<file path="config.mk">
export PLATFORM = sky130hd
export DESIGN_NAME = pressure_output_sequencer
export DESIGN_NICKNAME = d
export VERILOG_FILES = /design/src/logic/seq_pkg.sv /design/src/logic/digit_editor.sv /design/src/logic/level_scaler.sv /design/src/logic/pressure_output_sequencer.sv
export SDC_FILE = /design/constraint.sdc
export NUM_CORES = 1
export LEC_CHECK = 0
export BUFFER_PORTS_ARGS = -buffer_cell sky130_fd_sc_hd__buf_2
export CORE_MARGIN = 3
export CORE_UTILIZATION = 45
export DETAILED_ROUTE_END_ITERATION = 16
export PLACE_DENSITY = 0.75
export SKIP_CTS_REPAIR_TIMING = 1
export SYNTH_ARGS = -nofsm -noshare
export SYNTH_HDL_FRONTEND = slang
export SYNTH_HIERARCHICAL = 1
export SYNTH_SLANG_ARGS = --single-unit
</file>
<file path="constraint.sdc">
create_clock -name CLK -period 8.52 [get_ports CLK]
set_clock_uncertainty 0.2 [all_clocks]
set_input_delay 1.278 -clock CLK [delete_from_list [all_inputs] [get_ports CLK]]
set_output_delay 1.278 -clock CLK [all_outputs]
set_load 0.03 [all_outputs]
</file>
<file path="src/logic/seq_pkg.sv">
// constants, field layout and state types of the pressure output sequencer
// assumes a single 200 MHz clock and a 32-bit word-aligned register map
package seq_pkg;
   // timing
   localparam int CLK_PERIOD_NS = 5;
   localparam int TICK_TIME_US = 10000;
   localparam int TICKS_PER_SEC = 100;
   localparam int SWEEP_STEPS = 100;
   // divider ratio limits and value widths
   localparam int DIV_MIN = 1;
   localparam int DIV_MAX = 20;
   localparam int DIGITS = 4;
   localparam int LVL_W = 14;
   localparam int NUM_W = 7;
   localparam logic [3:0] BCD_MAX = 4'h9;
   // register byte offsets
   localparam logic [5:0] OFS_KEY = 6'h00;
   localparam logic [5:0] OFS_STATUS = 6'h04;
   localparam logic [5:0] OFS_SETPT = 6'h08;
   localparam logic [5:0] OFS_STEP_IVL = 6'h0C;
   localparam logic [5:0] OFS_SWEEP_IVL = 6'h10;
   localparam logic [5:0] OFS_DIVIDER = 6'h14;
   localparam logic [5:0] OFS_LEVEL = 6'h18;
   localparam logic [5:0] OFS_DISPLAY = 6'h1C;
   // key register bits, one press per written one
   localparam int K_OUT = 0, K_AUTO = 1, K_RISE = 2, K_FALL = 3, K_IVL = 4;
   localparam int K_RPT = 5, K_HOLD = 6, K_CLR = 7, K_ARST = 8, K_NUP = 9;
   localparam int K_NDN = 10, K_MUP = 11, K_MDN = 12, K_DUP = 13, K_DDN = 14;
   localparam int KEY_W = 15;
   localparam int DIGIT_SEL_LSB = 16;
   // divider register fields
   localparam int DIV_M_LSB = 0;
   localparam int DIV_N_LSB = 8;
   localparam int DIV_W = 5;
   // reset values
   localparam logic [15:0] SETPT_RST = 16'h0000;
   localparam logic [15:0] IVL_RST = 16'h0001;
   localparam logic [4:0] DIV_M_RST = 5'h01;
   localparam logic [4:0] DIV_N_RST = 5'h01;

   typedef enum logic [1:0] {SEQ_IDLE, SEQ_RUN, SEQ_DONE} seq_t;
   typedef enum logic [1:0] {DISP_STEP_IVL, DISP_SWEEP_IVL, DISP_SETPOINT} disp_t;

   function automatic logic [LVL_W-1:0] bcd_to_bin(input logic [15:0] b);
      return LVL_W'(b[15:12]) * LVL_W'(1000) + LVL_W'(b[11:8]) * LVL_W'(100)
         + LVL_W'(b[7:4]) * LVL_W'(10) + LVL_W'(b[3:0]);
   endfunction
endpackage

</file>
<file path="src/logic/digit_editor.sv">
// one-digit increment or decrement of a packed decimal value
// assumes one of up or down per cycle; digits wrap 9 to 0 and back
`timescale 1ns/100ps
module digit_editor
   import seq_pkg::*;
#(
   parameter int DIGITS_P = DIGITS
) (
   // value to adjust
   input wire logic [4*DIGITS_P-1:0] value,
   input wire logic [$clog2(DIGITS_P)-1:0] sel,
   input wire logic up,
   input wire logic down,
   // adjusted value
   output logic [4*DIGITS_P-1:0] result
);
   if (DIGITS_P < 2) begin : bad_digits
      $error("digit_editor needs at least two digits");
   end
   for (genvar i = 0; i < DIGITS_P; i++) begin : g_digit
      logic [3:0] d;
      assign d = value[4*i +: 4];
      assign result[4*i +: 4] = (sel != i) ? d :
         up ? ((d >= BCD_MAX) ? 4'h0 : d + 4'h1) :
         down ? ((d == 4'h0) ? BCD_MAX : d - 4'h1) : d;
   end
endmodule

</file>
<file path="src/logic/level_scaler.sv">
// free-running serial multiply-divide: result = value * num / den
// assumes den >= 1 and num <= den; result lags the inputs by about 22 cycles
`timescale 1ns/100ps
module level_scaler
   import seq_pkg::*;
(
   // clock and reset
   input wire logic clk,
   input wire logic rst_n,
   // operands
   input wire logic [LVL_W-1:0] value,
   input wire logic [NUM_W-1:0] num,
   input wire logic [NUM_W-1:0] den,
   // scaled level, registered
   output logic [LVL_W-1:0] result
);
   localparam int PW = LVL_W + NUM_W;
   typedef struct packed {
      logic [PW-1:0] prod;
      logic [NUM_W-1:0] rem;
      logic [NUM_W-1:0] den;
      logic [4:0] cnt;
      logic [LVL_W-1:0] res;
   } sc_t;
   sc_t sc_q, sc_d;
   logic [NUM_W:0] t;

   // restoring division, one quotient bit per cycle keeps the area tiny
   always_comb begin
      sc_d = sc_q;
      t = {sc_q.rem, sc_q.prod[PW-1]};
      if (!rst_n) begin
         sc_d = '0;
      end else if (sc_q.cnt == 5'h00) begin
         sc_d.res = sc_q.prod[LVL_W-1:0];
         sc_d.prod = PW'(value) * PW'(num);
         sc_d.den = den;
         sc_d.rem = '0;
         sc_d.cnt = 5'(PW);
      end else begin
         sc_d.prod = {sc_q.prod[PW-2:0], 1'b0};
         if (t >= {1'b0, sc_q.den}) begin
            t = t - {1'b0, sc_q.den};
            sc_d.prod[0] = 1'b1;
         end
         sc_d.rem = t[NUM_W-1:0];
         sc_d.cnt = sc_q.cnt - 5'h01;
      end
   end

   always_ff @(posedge clk) begin
      sc_q <= sc_d;
   end
   assign result = sc_q.res;
endmodule

</file>
<file path="src/logic/pressure_output_sequencer.sv">
// front-panel output-mode controller for a pneumatic pressure calibrator
// assumes key presses arrive as writes to the key register over Avalon-MM
`timescale 1ns/100ps
module pressure_output_sequencer
   import seq_pkg::*;
#(
   parameter int TICK_CYCLES = TICK_TIME_US * 1000 / CLK_PERIOD_NS
) (
   // clock and reset
   input wire logic CLK,
   input wire logic RST_N,
   // register bus
   input wire logic [5:0] AVS_ADDRESS,
   input wire logic AVS_READ,
   input wire logic AVS_WRITE,
   input wire logic [31:0] AVS_WRITEDATA,
   input wire logic [3:0] AVS_BYTEENABLE,
   output logic [31:0] AVS_READDATA,
   output logic AVS_WAITREQUEST,
   // pneumatics
   input wire logic SUPPLY_PRESSURE_FAULT,
   input wire logic [LVL_W-1:0] DELIVERED_PRESSURE,
   output logic [LVL_W-1:0] SERVO_SETPOINT,
   output logic SERVO_ENABLE,
   output logic VALVE_OPEN,
   output logic VALVE_CLOSE,
   // indicators
   output logic LED_OUTPUT,
   output logic LED_AUTO,
   output logic LED_RISE,
   output logic LED_FALL,
   output logic LED_INTERVAL,
   output logic LED_REPEAT,
   output logic LED_HOLD,
   output logic LED_ALARM
);
   if (TICK_CYCLES < 2) begin : bad_tick
      $error("TICK_CYCLES must be at least 2");
   end

   typedef struct packed {
      logic wt;
      logic [31:0] rdata;
      logic [31:0] tick_cnt;
      logic out_on, auto, rise, fall, rpt, hold, alarm, ivl_led, wrapped;
      disp_t disp;
      seq_t seq;
      logic [15:0] setpt, step_ivl, sweep_ivl;
      logic [4:0] m, n, cur;
      logic [6:0] pct;
      logic [19:0] timer;
      logic [LVL_W-1:0] servo;
      logic servo_en, v_open, v_close;
   } state_t;
   state_t st_q, st_d;

   logic req, ack, wr, tick, edit_ok, seq_mode, fin;
   logic [31:0] cur_w, wd, stat_w;
   logic [KEY_W-1:0] kp;
   logic [15:0] disp_val, edited;
   logic [19:0] thr;
   logic [4:0] cur_nx;
   logic [6:0] pct_nx, num_sel, den_sel;
   logic [LVL_W-1:0] scaled;

   assign req = AVS_READ | AVS_WRITE;
   assign ack = req & ~st_q.wt;
   assign wr = AVS_WRITE & ack;
   assign tick = (st_q.tick_cnt == 32'(TICK_CYCLES - 1));
   assign seq_mode = st_q.auto | st_q.rise | st_q.fall;
   assign edit_ok = ~seq_mode;
   assign disp_val = (st_q.disp == DISP_STEP_IVL) ? st_q.step_ivl :
      (st_q.disp == DISP_SWEEP_IVL) ? st_q.sweep_ivl : st_q.setpt;
   assign stat_w = {21'h0, st_q.seq == SEQ_DONE, st_q.alarm, st_q.hold, st_q.rpt,
      st_q.ivl_led, st_q.fall, st_q.rise, st_q.auto, st_q.out_on, st_q.disp};
   assign cur_w = (AVS_ADDRESS == OFS_STATUS) ? stat_w :
      (AVS_ADDRESS == OFS_SETPT) ? {16'h0000, st_q.setpt} :
      (AVS_ADDRESS == OFS_STEP_IVL) ? {16'h0000, st_q.step_ivl} :
      (AVS_ADDRESS == OFS_SWEEP_IVL) ? {16'h0000, st_q.sweep_ivl} :
      (AVS_ADDRESS == OFS_DIVIDER) ? {19'h0, st_q.n, 3'h0, st_q.m} :
      (AVS_ADDRESS == OFS_LEVEL) ? {18'h0, st_q.servo} :
      (AVS_ADDRESS == OFS_DISPLAY) ? {16'h0000, disp_val} : 32'h0000_0000;
   // lanes left out of a write keep their value; the key register reads zero
   for (genvar b = 0; b < 4; b++) begin : g_lane
      assign wd[8*b +: 8] = AVS_BYTEENABLE[b] ? AVS_WRITEDATA[8*b +: 8] : cur_w[8*b +: 8];
   end
   assign kp = (wr && AVS_ADDRESS == OFS_KEY) ? wd[KEY_W-1:0] : '0;

   // level source: manual n/m, auto-step cur/m, sweep percent
   assign num_sel = st_q.auto ? 7'(st_q.cur) : (st_q.rise | st_q.fall) ? st_q.pct
      : 7'(st_q.n);
   assign den_sel = (st_q.rise | st_q.fall) ? 7'(SWEEP_STEPS) : 7'(st_q.m);

   digit_editor #(.DIGITS_P(DIGITS)) u_edit (
      .value(disp_val),
      .sel(wd[DIGIT_SEL_LSB +: 2]),
      .up(kp[K_DUP]),
      .down(kp[K_DDN]),
      .result(edited)
   );

   level_scaler u_scale (
      .clk(CLK),
      .rst_n(RST_N),
      .value(bcd_to_bin(st_q.setpt)),
      .num(num_sel),
      .den(den_sel),
      .result(scaled)
   );

   always_comb begin
      st_d = st_q;
      cur_nx = st_q.cur;
      pct_nx = st_q.pct;
      fin = 1'b0;
      thr = '0;
      // one wait state, then the answer
      st_d.wt = ~(req & st_q.wt);
      if (req && st_q.wt) begin
         st_d.rdata = AVS_READ ? cur_w : st_q.rdata;
      end
      st_d.tick_cnt = tick ? 32'h0000_0000 : st_q.tick_cnt + 32'h0000_0001;
      // sequencing is frozen whole while held
      // a finished sequence stands one full step on its last level before a repeat
      if ((st_q.seq == SEQ_RUN || (st_q.seq == SEQ_DONE && st_q.rpt)) && !st_q.hold
         && tick) begin
         thr = st_q.auto ? 20'(bcd_to_bin(st_q.step_ivl)) * 20'(TICKS_PER_SEC)
            : 20'(bcd_to_bin(st_q.sweep_ivl)) * 20'(TICKS_PER_SEC / SWEEP_STEPS);
         if (thr == '0) begin
            thr = 20'h00001;
         end
         if (st_q.timer + 20'h00001 >= thr) begin
            st_d.timer = '0;
            if (st_q.auto) begin
               cur_nx = (st_q.cur == st_q.m) ? 5'h00 : st_q.cur + 5'h01;
               st_d.wrapped = st_q.wrapped | (st_q.cur == st_q.m);
               fin = st_d.wrapped && cur_nx == st_q.n;
            end else if (st_q.rise) begin
               pct_nx = (st_q.pct >= 7'(SWEEP_STEPS)) ? st_q.pct : st_q.pct + 7'h01;
               fin = pct_nx == 7'(SWEEP_STEPS);
            end else begin
               pct_nx = (st_q.pct == 7'h00) ? st_q.pct : st_q.pct - 7'h01;
               fin = pct_nx == 7'h00;
            end
            st_d.cur = cur_nx;
            st_d.pct = pct_nx;
            if (fin) begin
               st_d.seq = SEQ_DONE;
            end
            if (st_q.seq == SEQ_DONE) begin
               st_d.cur = st_q.n;
               st_d.wrapped = 1'b0;
               st_d.pct = st_q.rise ? 7'h00 : 7'(SWEEP_STEPS);
               st_d.seq = SEQ_RUN;
            end
         end else begin
            st_d.timer = st_q.timer + 20'h00001;
         end
      end
      // mode keys
      if (kp[K_AUTO] && !st_q.out_on) begin
         st_d.auto = ~st_q.auto;
         st_d.rise = 1'b0;
         st_d.fall = 1'b0;
      end
      if (kp[K_RISE]) begin
         if (!st_q.out_on) begin
            st_d.rise = ~st_q.rise;
            st_d.auto = 1'b0;
            st_d.fall = 1'b0;
         end else if (st_q.fall) begin
            st_d.rise = 1'b1;
            st_d.fall = 1'b0;
            st_d.seq = SEQ_RUN;
         end
      end
      if (kp[K_FALL]) begin
         if (!st_q.out_on) begin
            st_d.fall = ~st_q.fall;
            st_d.auto = 1'b0;
            st_d.rise = 1'b0;
         end else if (st_q.rise) begin
            st_d.fall = 1'b1;
            st_d.rise = 1'b0;
            st_d.seq = SEQ_RUN;
         end
      end
      if (kp[K_RPT]) begin
         st_d.rpt = ~st_q.rpt;
      end
      if (kp[K_HOLD] && st_q.out_on && seq_mode && st_q.seq == SEQ_RUN) begin
         st_d.hold = ~st_q.hold;
      end
      if (kp[K_IVL]) begin
         st_d.disp = (st_q.disp == DISP_STEP_IVL) ? DISP_SWEEP_IVL :
            (st_q.disp == DISP_SWEEP_IVL) ? DISP_SETPOINT : DISP_STEP_IVL;
      end
      st_d.ivl_led = (st_d.disp != DISP_SETPOINT);
      // value edits
      if ((kp[K_DUP] || kp[K_DDN]) && edit_ok) begin
         case (st_q.disp)
            DISP_STEP_IVL: st_d.step_ivl = edited;
            DISP_SWEEP_IVL: st_d.sweep_ivl = edited;
            default: st_d.setpt = edited;
         endcase
      end
      if (wr && edit_ok) begin
         case (AVS_ADDRESS)
            OFS_SETPT: st_d.setpt = wd[15:0];
            OFS_STEP_IVL: st_d.step_ivl = wd[15:0];
            OFS_SWEEP_IVL: st_d.sweep_ivl = wd[15:0];
            OFS_DIVIDER: begin
               if (wd[DIV_M_LSB +: DIV_W] >= 5'(DIV_MIN) && wd[DIV_M_LSB +: DIV_W] <= 5'(DIV_MAX)
                  && wd[DIV_N_LSB +: DIV_W] <= wd[DIV_M_LSB +: DIV_W]) begin
                  st_d.m = wd[DIV_M_LSB +: DIV_W];
                  st_d.n = wd[DIV_N_LSB +: DIV_W];
               end
            end
            default: ;
         endcase
      end
      if (edit_ok) begin
         if (kp[K_MUP] && st_q.m < 5'(DIV_MAX)) begin
            st_d.m = st_q.m + 5'h01;
         end
         if (kp[K_MDN] && st_q.m > 5'(DIV_MIN)) begin
            st_d.m = st_q.m - 5'h01;
            st_d.n = (st_q.n > st_d.m) ? st_d.m : st_q.n;
         end
         if (kp[K_NUP] && st_q.n < st_q.m) begin
            st_d.n = st_q.n + 5'h01;
         end
         if (kp[K_NDN] && st_q.n > 5'h00) begin
            st_d.n = st_q.n - 5'h01;
         end
      end
      if (kp[K_CLR] && !(st_q.out_on && seq_mode)) begin
         st_d.setpt = '0;
      end
      // output key
      if (kp[K_OUT]) begin
         st_d.out_on = ~st_q.out_on;
         st_d.hold = 1'b0;
         st_d.timer = '0;
         st_d.cur = st_q.n;
         st_d.wrapped = 1'b0;
         st_d.pct = st_d.fall ? 7'(SWEEP_STEPS) : 7'h00;
         st_d.seq = (!st_q.out_on && (st_d.auto | st_d.rise | st_d.fall)) ? SEQ_RUN : SEQ_IDLE;
      end
      if (kp[K_ARST]) begin
         st_d.alarm = 1'b0;
      end
      // a fault in the clear cycle still latches
      if (SUPPLY_PRESSURE_FAULT && st_q.out_on) begin
         st_d.alarm = 1'b1;
         st_d.out_on = 1'b0;
      end
      if (st_q.out_on && !st_d.out_on) begin
         st_d.auto = 1'b0;
         st_d.rise = 1'b0;
         st_d.fall = 1'b0;
         st_d.hold = 1'b0;
         st_d.seq = SEQ_IDLE;
      end
      // servo follows the setpoint only while output is on
      st_d.servo = st_q.out_on ? scaled : '0;
      st_d.servo_en = st_q.out_on;
      st_d.v_close = st_q.servo_en && DELIVERED_PRESSURE > st_q.servo;
      st_d.v_open = st_q.servo_en && DELIVERED_PRESSURE < st_q.servo;
      if (!RST_N) begin
         st_d = '0;
         st_d.wt = 1'b1;
         st_d.disp = DISP_SETPOINT;
         st_d.seq = SEQ_IDLE;
         st_d.setpt = SETPT_RST;
         st_d.step_ivl = IVL_RST;
         st_d.sweep_ivl = IVL_RST;
         st_d.m = DIV_M_RST;
         st_d.n = DIV_N_RST;
      end
   end

   always_ff @(posedge CLK) begin
      st_q <= st_d;
   end

   assign AVS_READDATA = st_q.rdata;
   assign AVS_WAITREQUEST = st_q.wt;
   assign SERVO_SETPOINT = st_q.servo;
   assign SERVO_ENABLE = st_q.servo_en;
   assign VALVE_OPEN = st_q.v_open;
   assign VALVE_CLOSE = st_q.v_close;
   assign LED_OUTPUT = st_q.out_on;
   assign LED_AUTO = st_q.auto;
   assign LED_RISE = st_q.rise;
   assign LED_FALL = st_q.fall;
   assign LED_INTERVAL = st_q.ivl_led;
   assign LED_REPEAT = st_q.rpt;
   assign LED_HOLD = st_q.hold;
   assign LED_ALARM = st_q.alarm;
endmodule

</file>
# Word level (Yosys, flattened, before mapping)
# Index checks and enable logic that the tools add are counted.
word_totals:
  output_inout_bits: 58
  in_bits: 61
  elab_cells: 293
  reg_bits: 239
op_classes:
  n_addsub: 28
  order_cmp: 17
  n_bitwise: 20
  eq_ne: 20
  mul: 11
  reduce_logical: 59
  mux: 106
ops:
  columns: ["op", "n"]
  rows:
  - ["2-to-1 mux 16 bit", 15]
  - ["2-to-1 mux 20 bit", 4]
  - ["2-to-1 mux 4 bit", 20]
  - ["2-to-1 mux 7 bit", 10]
  - ["2-to-1 mux 32 bit", 2]
  - ["2-to-1 mux 58 bit", 1]
  - ["2-to-1 mux 48 bit", 1]
  - ["adder 14 x 11 -> 14 bit", 3]
  - ["adder 14 x 4 -> 14 bit", 3]
  - ["adder 14 x 8 -> 14 bit", 3]
  - ["2-to-1 mux 10 bit", 4]
  - ["2-to-1 mux 2 bit", 19]
  - ["2-to-1 mux 5 bit", 7]
  - ["multiplier 4 x 7 -> 11 bit (second input constant)", 3]
  - ["adder 32 x 1 -> 32 bit (second input constant)", 1]
  - ["== test 32 x 21 -> 1 bit (second input constant)", 1]
  - ["2-to-1 mux 28 bit", 1]
  - ["multiplier 4 x 5 -> 9 bit (second input constant)", 3]
  - ["logical AND 1 bit", 25]
  - ["== test 6 x 5 -> 1 bit (second input constant)", 4]
  - ["2-to-1 mux 12 bit", 2]
  - ["multiplier 14 x 7 -> 21 bit", 1]
  - ["multiplier 4 x 3 -> 7 bit (second input constant)", 3]
  - ["adder 20 x 1 -> 20 bit (second input constant)", 1]
  - ["52 further kinds", 124]

# Longest topological paths before layout
# Gate-level depths: netlist of the first run.
depth:
  depth_word: 25
  ltp_mapped: 41
  ltp_nobuf: 40

# Hierarchy
# The synthesis of the first run kept the hierarchy.
modules_own_cells:
  columns: ["module", "instances", "seq_area_each_um2", "area_per_inst_um2", "cells_per_inst"]
  rows:
  - ["pressure_output_sequencer", 1, 3383.2, 18097.4, 2242]
  - ["level_scaler", 1, 1081.0, 5390.2, 649]
  - ["digit_editor", 1, 0.0, 1048.5, 155]

# Worst setup path before layout of the first run
# OpenSTA, ideal clock, no wires.
synth_timing:
  path_type: "reg-to-reg"
  from: "reg st_q[88] (netlist bit)"
  to: "reg st_q[46] (netlist bit)"
  period_less_slack_ns: 8.657
  setup_time_ns: 0.116
  arrival_time_ns: 8.341
  n_path_buf: 0
  setup_slack_ns: -0.137
  path_stages_with_launch: 36
  t_required_ns: 8.204
  path_cell_list: "dfxtp_1 ha_1 fa_1 inv_1 fa_1 inv_1 fa_1 ha_1 ha_1 nand3_1 o2111ai_1 nand2_1 xor2_1 inv_1 ha_1 ha_1 inv_1 fa_1 inv_1 ha_1 and3_1 a211oi_1 o21bai_1 a31oi_1 xnor2_1 o21ai_0 ha_1 nand2b_1 a21o_1 a21oi_1 o21ai_0 a31oi_1 a2111oi_2 o21ai_0 a221o_1 o211a_1"
synth_between:
  elab_chain_len: 12
synth_lines:
  columns: ["element", "line", "source"]
  rows:
  - ["start: declaration", "pressure_output_sequencer.sv:55", "state_t st_q, st_d;"]
  - ["start signal: assignment", "pressure_output_sequencer.sv:284", "st_q <= st_d;"]
  - ["multiplier 4 x 7 -> 11 bit *", "seq_pkg.sv:45", "return LVL_W'(b[15:12]) * LVL_W'(1000) + LVL_W'(b[11:8]) * LVL_W'(100)"]
  - ["adder 14 x 11 -> 14 bit *", "seq_pkg.sv:45", null]
  - ["adder 14 x 8 -> 14 bit *", "seq_pkg.sv:46", "+ LVL_W'(b[7:4]) * LVL_W'(10) + LVL_W'(b[3:0]);"]
  - ["adder 14 x 4 -> 14 bit *", "seq_pkg.sv:46", null]
  - ["multiplier 14 x 5 -> 18 bit *", "pressure_output_sequencer.sv:127", "thr = st_q.auto ? 20'(bcd_to_bin(st_q.step_ivl)) * 20'(TICKS_PER_SEC)"]
  - ["2-to-1 mux 20 bit *", "pressure_output_sequencer.sv:127", null]
  - ["zero test 20 bit", "pressure_output_sequencer.sv:129", "if (thr == '0) begin"]
  - ["2-to-1 mux 20 bit *", "pressure_output_sequencer.sv:129", null]
  - ["2-to-1 mux 20 bit *", "pressure_output_sequencer.sv:125", "if ((st_q.seq == SEQ_RUN || (st_q.seq == SEQ_DONE && st_q.rpt)) && !st_q.hold"]
  - [">= comparator 20 bit *", "pressure_output_sequencer.sv:132", "if (st_q.timer + 20'h00001 >= thr) begin"]
  - ["nonzero test 2 bit (no line) *", null, null]
  - ["AND reduction 3 bit (no line) *", null, null]
# Mark *: on every way between the ends. The rest lies on a longest branch, timed or not. The select of a mux whose other input is x is not followed.
# A chain may end at the register's enable or synchronous reset.

# Worst setup path in the final report of the first run
layout_timing:
  from: "reg st_q[89] (netlist bit)"
  to: "reg st_q[37] (netlist bit)"
# Same word-level chain as after synthesis.

==> results of run 1 <==
## state kept, by name (all words and copies together) (netlist names)
name / flops
LED_INTERVAL: 1
LED_AUTO: 1
VALVE_OPEN: 1
SERVO_SETPOINT: 14
LED_FALL: 1
u_scale/result: 14
LED_OUTPUT: 1
SERVO_ENABLE: 1
LED_REPEAT: 1
LED_ALARM: 1
VALVE_CLOSE: 1
AVS_READDATA: 16
LED_HOLD: 1
st_q: 127
LED_RISE: 1
AVS_WAITREQUEST: 1
u_scale/sc_q: 40
## critical path, delay by kind of cell, from the launching register on
kind            cells  cell delay [ps]
fa+ha+maj          11             3660
flops               1              360
xor+xnor            3              400
buf+inv            10             1120
compound gates      8             1150
simple gates        9             1710
## cell usage in the layout, fill, tap and decap left out, types with 32 or more instances in the layout
cell      synthesis  routed
nand2_1         308     307
ha_1            312     290
inv_1           280     276
dfxtp_1         223     218
nor2_1          213     208
a21oi_1         194     184
buf_4            68     151
o21ai_0         134     121
fa_1            120     120
nand3_1          90      89
buf_2            13      87
mux2i_1          86      86
and2_1           84      84
xnor2_1          82      77
nor3_1           62      58
xor2_1           58      57
and3_1           54      52
a211oi_1         47      44
a21o_1           38      38
nand4_1          33      33
nor2b_1          32      32
nand2b_1         33      32
## worst min path at each step
stage | start | end | slack, ps | cells after the start
detailed placement | AVS_WAITREQUEST | AVS_WAITREQUEST | 240 | 1
global placement | st_q[120] | st_q[120] | 230 | 1
floorplan | st_q[120] | st_q[120] | 210 | 1
CTS | AVS_WAITREQUEST | AVS_WAITREQUEST | 250 | 1
finish | st_q[120] | st_q[120] | 250 | 1
global route | u_scale/result[11] | u_scale/result[11] | 260 | 2
## through the flow
stage	setup TNS, ps	hold WS (ps)	setup slack, ps	power (mW)	cells
floorplan	-269	213	-51.2	1.55	3061
global placement	-5490	227	-440	1.68	3803
detailed placement	-12340	236	-640	1.69	3803
CTS	-14840	246	-697	2.84	3853
global route	-12820	265	-538	2.95	3861
finish	-1120	246	-185	2.84	3861
## power groups by stage
| stage | clock (mW) | sequential (mW) | combinational (mW) |
|---|---|---|---|
| after floorplan | 0 | 1.14 | 0.414 |
| after global placement | 0 | 1.15 | 0.531 |
| after detailed placement | 0 | 1.15 | 0.540 |
| after CTS | 1.17 | 1.12 | 0.544 |
| after global routing | 1.21 | 1.13 | 0.610 |
| final | 1.16 | 1.12 | 0.558 |
## logic make-up (layout without fill, tap and decap cells)
group | after synthesis | in the layout
AND/OR/NAND/NOR | 1003 | 1003
multiplexers | 102 | 102
other | 1 | 16
AO/OA/AOI/OAI | 678 | 678
buffers and inverters | 467 | 579
XOR/XNOR | 140 | 140
flip-flops | 223 | 223
adder cells (fa/ha/maj) | 432 | 432
## layer usage
metal | global-route usage | up-vias
li1 | - | 10800
met3 | 0.0474 | 227
met4 | 0.102 | 2
met1 | 0.309 | 10600
met5 | 0 | -
met2 | 0.374 | 925
## area by class of cell
type	instances	area, µm²	area share
repair buffers	245	1670	0.0603
flip-flops and latches	223	4480	0.162
inverters	284	1070	0.0386
clock buffers	32	734	0.0266
clock inverters	18	151	0.00549
multi-input cells	2371	18600	0.675
well taps	688	861	0.0312
==> impl_results.md, run 1 <==
- Critical path data arrival time: about 9000 ps
- Met2 Wirelength: 31,600 µm
- Critical Path End Type: flop
- RSZ-0062 raised after global routing: true
- Ant diodes: 0
- Asr flop ratio synth: 0
- Synth top area share: 0.182
- Post-synth top cells: ha_1, nand2_1, inv_1
- Sequential power share: 0.395
- Number of DRC markers in iteration 0: 2,326
- Worst Tran Pin Value: 1260 ps
- Vias per Instance: between 5 and 6
- Reg2Reg Depth: 41
- Status: finished, violations left
- Die X-Extent: about 240 µm
- FP Rows: 84
- Antenna violations before repair: 3
- Cell mode on critical path: ha_4
- Final ANT Viol Nets: 0
- Net switching power figure: a little over 900 µW
- Worst setup path endpoint: st_q[37]
- Nets: 3,645
- Fin crit share: 1.02
- PwrDens: between 100 and 150 nW/µm²
- Worst path slowest cell: fa_1
- Fmax: approximately 0.11 GHz
- Max incr delay on CP: ~580 ps
- Top cells by area, synth: dfxtp_1, ha_1, fa_1, nand2_1, inv_1
- Worst Path Class, Setup: flop to flop
- Max Transition Viols Final: 0
- WP data required: 8770 ps
- Reg-to-reg startpoint: st_q[89]
- Die area: between 50,000 and 60,000 µm²
- Leakage power: 12.7 nW
- Yosys warns: 6
- Die H: 240 µm
- Max Cap Viol: 0
- RePlAce Congestion: roughly 1.1
- Io pins: between 100 and 150
- Layout cell share with drive strength beyond 1: 0.138
- Violated checks: setup timing
- Startpoint types: flop
- Setup WS post-layout: -185 ps
- Clk_lat worst skew: a little under 600 ps
- CORE AREA: ~53,000 µm²
- Distinct cells, synth: roughly 100
- Initial Util: 0.460
- Final setup viols: 18
- Drt total wl: 70,600 µm
- Met3 WL: between 6000 and 7000 µm
- CTS tree: built
- Simple-gate share of the synthesized area: 0.202
- Worst R2R End: st_q[37]
- Logic pwr share: 0.196
- Main synth FF type: dfxtp_1
- R2r setup slk: -180 ps
- Post-route cell area: between 20,000 and 30,000 µm²
- Endpoints failing hold: 0
- Min cycle time layout: around 8700 ps
- Post-synth EDFFs: 0
- Mux cell area share after synthesis: 0.0433
- Sequential area share after synthesis: 0.182
- DRT Pass-1 Iters: 6
- Post-DP Area: roughly 26,000 µm²
- Cell-internal power: just under 2 mW
- Sw Ratio: 0.319
- Gr ovfl total: 0
- Clock transition at path regs: 60 ps
- Maximum clock insertion buffer count: 3
- Largest area contributor in the netlist: dfxtp_1
- Critical Path Fanout Max: 6
- Clk root buf: clkbuf_16
- First-pass GRT wire length: 110,000 µm
- Rel. slew slack: 0.156
- GRT Total Usage: 0.235
- Synth Cell Area: around 25,000 µm²
- Top routing layer used: met5
- Most instantiated library cell after synthesis: ha_1
- Final core occ: 0.518
- Avg Inst Size Synth: about 8.1 µm²
- CP Launch Point: st_q[89]
- DRC Markers: 0
- Fillers: between 4k and 5k
- VDD IR max: between 0.15 and 0.2 mV
- Fraction of the mapped netlist area in adder cells: 0.257
- Clock power frac: 0.408
- HPWL Detailed: roughly 53,000 µm
- IO buf count: a little under 90
- DR vias: about 23k
- Routed WL per cell: about 18 µm
- Area Overhead vs Synth: 12.5%
- Metal1 wirelength: between 20,000 and 30,000 µm
- Num CTS Buffers: 27
- Synth Area in XOR/XNOR: 0.0500
- Type of the worst min-delay path: flop to flop
- Cells after Synth: approximately 3.0k
- H-tree Lvls: 1
- Vias in the first global route: 21.2k
- # clock sinks: 223
- Synth Register Bits: about 220
- Synth Area in Compound Gates: 0.181
- Largest net degree at the start of global routing: 45
- Largest family of logic cells by synthesized area: adder cells
Power figures use the tool's default switching activity.
==> run 2: changes to the inputs <==
BUFFER_PORTS_ARGS = default   (was -buffer_cell sky130_fd_sc_hd__buf_2)
DONT_BUFFER_PORTS = 1   (was default)
PLACE_DENSITY = 0.73   (was 0.75)
SLEW_MARGIN = 20   (was default)
==> run 2 against run 1 <==
Effect of this change:
- the run still ends with setup timing left
- count of clock-buffer cells in the layout grew 2
- total power grew 0.34%
- sequential power is essentially flat
- worst hold slack lost 6.9 ps
- register-to-register slack gained 130 ps
- sequential share of layout area grew 0.18 points
- non-clock buffer count shrank 92
- utilization shrank 0.65 points
- first-iteration DRC count shrank 2.5%
- worst setup slack gained 130 ps
- final cell count shrank 2.4%
- critical endpoint is now st_q[47]
- largest cell class unchanged
==> impl_results.md, run 2 (same netlist as run 1, synthesis figures left out) <==
- HP Start: st_q[120]
- Largest net degree at the start of global routing: 76
- Clk_lat worst skew: 580 ps
- Largest Register: st_q
- Die H: between 200 and 250 µm
- Fillers: 4,900
- Pre-CTS setup slack: -788 ps
- Critical Path Fanout Max: 6
- Fin crit share: 1.01
- Gr ovfl total: 0
- HPWL Detailed: roughly 53,000 µm
- Die X-Extent: 240 µm
- Reg2Reg Depth: 39
- R2r setup slk: -60 ps
- Number of DRC markers in iteration 0: around 2.3k
- Violated checks: setup timing
- Worst Hold Path EP: st_q[120]
- IO buf count: 0
- Max Cap Viol: 0
- Final core occ: 0.511
- VDD IR max: roughly 0.15 mV
- Type of the worst min-delay path: flop to flop
- RePlAce Congestion: between 0.9 and 1
- WP data required: between 8000 and 9000 ps
- Critical Path End Type: flop
- DR vias: approximately 22k
- Final setup viols: 4
- Area Overhead vs Synth: 11.1%
- Antenna violations before repair: 2
- Critical path data arrival time: between 8000 and 9000 ps
- H-tree Lvls: 1
- Die area: ~57,000 µm²
- Worst path slowest cell: fa_1
- Max incr delay on CP: roughly 570 ps
- Status: finished, violations left
- Worst Path Class, Setup: flop to flop
- # clock sinks: roughly 220
- First-pass GRT wire length: 111,000 µm
- Routed WL per cell: 18.9 µm
- Io pins: between 100 and 150
- Drt total wl: around 71,000 µm
- Clk root buf: clkbuf_16
- Startpoint types: flop
- Endpoints failing hold: 0
- Leakage power: ~12 nW
- Num CTS Buffers: 27
- Commonest non-fill, non-tap cell in the layout: nand2_1
- Clock transition at path regs: roughly 70 ps
- Max Transition Viols Final: 0
- Post-route cell area: about 27,000 µm²
- Final ANT Viol Nets: 0
- Fmax: 0.117 GHz
- Min cycle time layout: 8580 ps
- Maximum clock insertion buffer count: 3
- Worst Tran Pin Value: approximately 1300 ps
- RSZ-0062 raised after global routing: true
- Rel. slew slack: 0.148
- Most frequent cells in the layout: nand2_1, ha_1, inv_1, dfxtp_1, nor2_1
- CORE AREA: 53,300 µm²
- Worst R2R End: st_q[47]
- CTS tree: built
- Post-DP Area: roughly 26,000 µm²
- Hold depth: 1
- Vias per Instance: about 5.9
- FP Rows: between 80 and 90
- Nets: 3,553
- Fin Setup TNS: -130 ps
- Layout cell share with drive strength beyond 1: 0.117
- PwrDens: between 100 and 150 nW/µm²
- Setup WS post-layout: -56.8 ps
- Initial Util: 0.460
- DRT Pass-1 Iters: 10
- Reg-to-reg startpoint: st_q[88]
- GRT Total Usage: 0.238
- Vias in the first global route: around 21k
- Max reg flops: between 100 and 150
- DRC Markers: 0
[run 2: cell count changes in the layout (fill, tap and decap cells not counted), moves of 5 or more]
cell / before / now
nand3_1: 89 / 83
buf_6: 5 / 11
nand3_2: 0 / 5
buf_4: 151 / 139
ha_1: 290 / 297
ha_4: 20 / 13
buf_2: 87 / 0
a21oi_1: 184 / 177
a21oi_2: 11 / 17
[run 2: critical path, delay by kind of cell (launching register included)]
family                     cells  cell delay [ps]
and+or+nand+nor               12             1670
AOI/OAI and AO/OA             10             1560
adders and majority gates      9             3370
DFF                            1              380
muxes                          1              300
xor gates and xnor gates       2              390
buffers and inverters          5              540
[run 2: stage by stage]
step           total power [mW]  std cells  hold slack [ps]
3_3_place_gp               1.65       3707              225
6_report                   2.85       3768              239
2_1_floorplan              1.55       3061              213
4_1_cts                    2.85       3754              244
3_5_place_dp               1.65       3707              235
5_1_grt                    2.97       3766              263
[run 2: routing by layer]
metal	track usage	routed length (µm)	vias up
li1	-	-	10600
met1	0.314	29700	10400
met4	0.0876	2840	0
met5	0	0	-
met3	0.0499	6190	200
met2	0.383	32400	881
[run 2: final cells by class]
class                   instances  area [µm²]  share of cell area
clock buffers                  34         742              0.0272
diodes                          2        5.00            0.000184
clock inverters                13         160             0.00588
flip-flops and latches        223        4470               0.164
repair buffers                153        1230              0.0452
multi-input cells            2371       18700               0.687
well taps                     688         861              0.0316
inverters                     284        1070              0.0391
[run 2: how the worst max path moves through the flow]
stage                         from  endpoint  slack (ps)  depth (start not counted)
final                     st_q[88]  st_q[47]         -60                         39
after global routing      st_q[88]  st_q[47]        -440                         39
after CTS                 st_q[88]  st_q[37]        -850                         39
after detailed placement  st_q[88]  st_q[46]        -790                         38
after global placement    st_q[88]  st_q[37]        -550                         39
after floorplan           st_q[88]  st_q[22]         -50                         36
[run 2: power by group]
part	switching, mW	internal (mW)	total, mW
Combinational	0.338	0.181	0.519
Sequential	0.0416	1.09	1.13
Clock	0.491	0.707	1.20
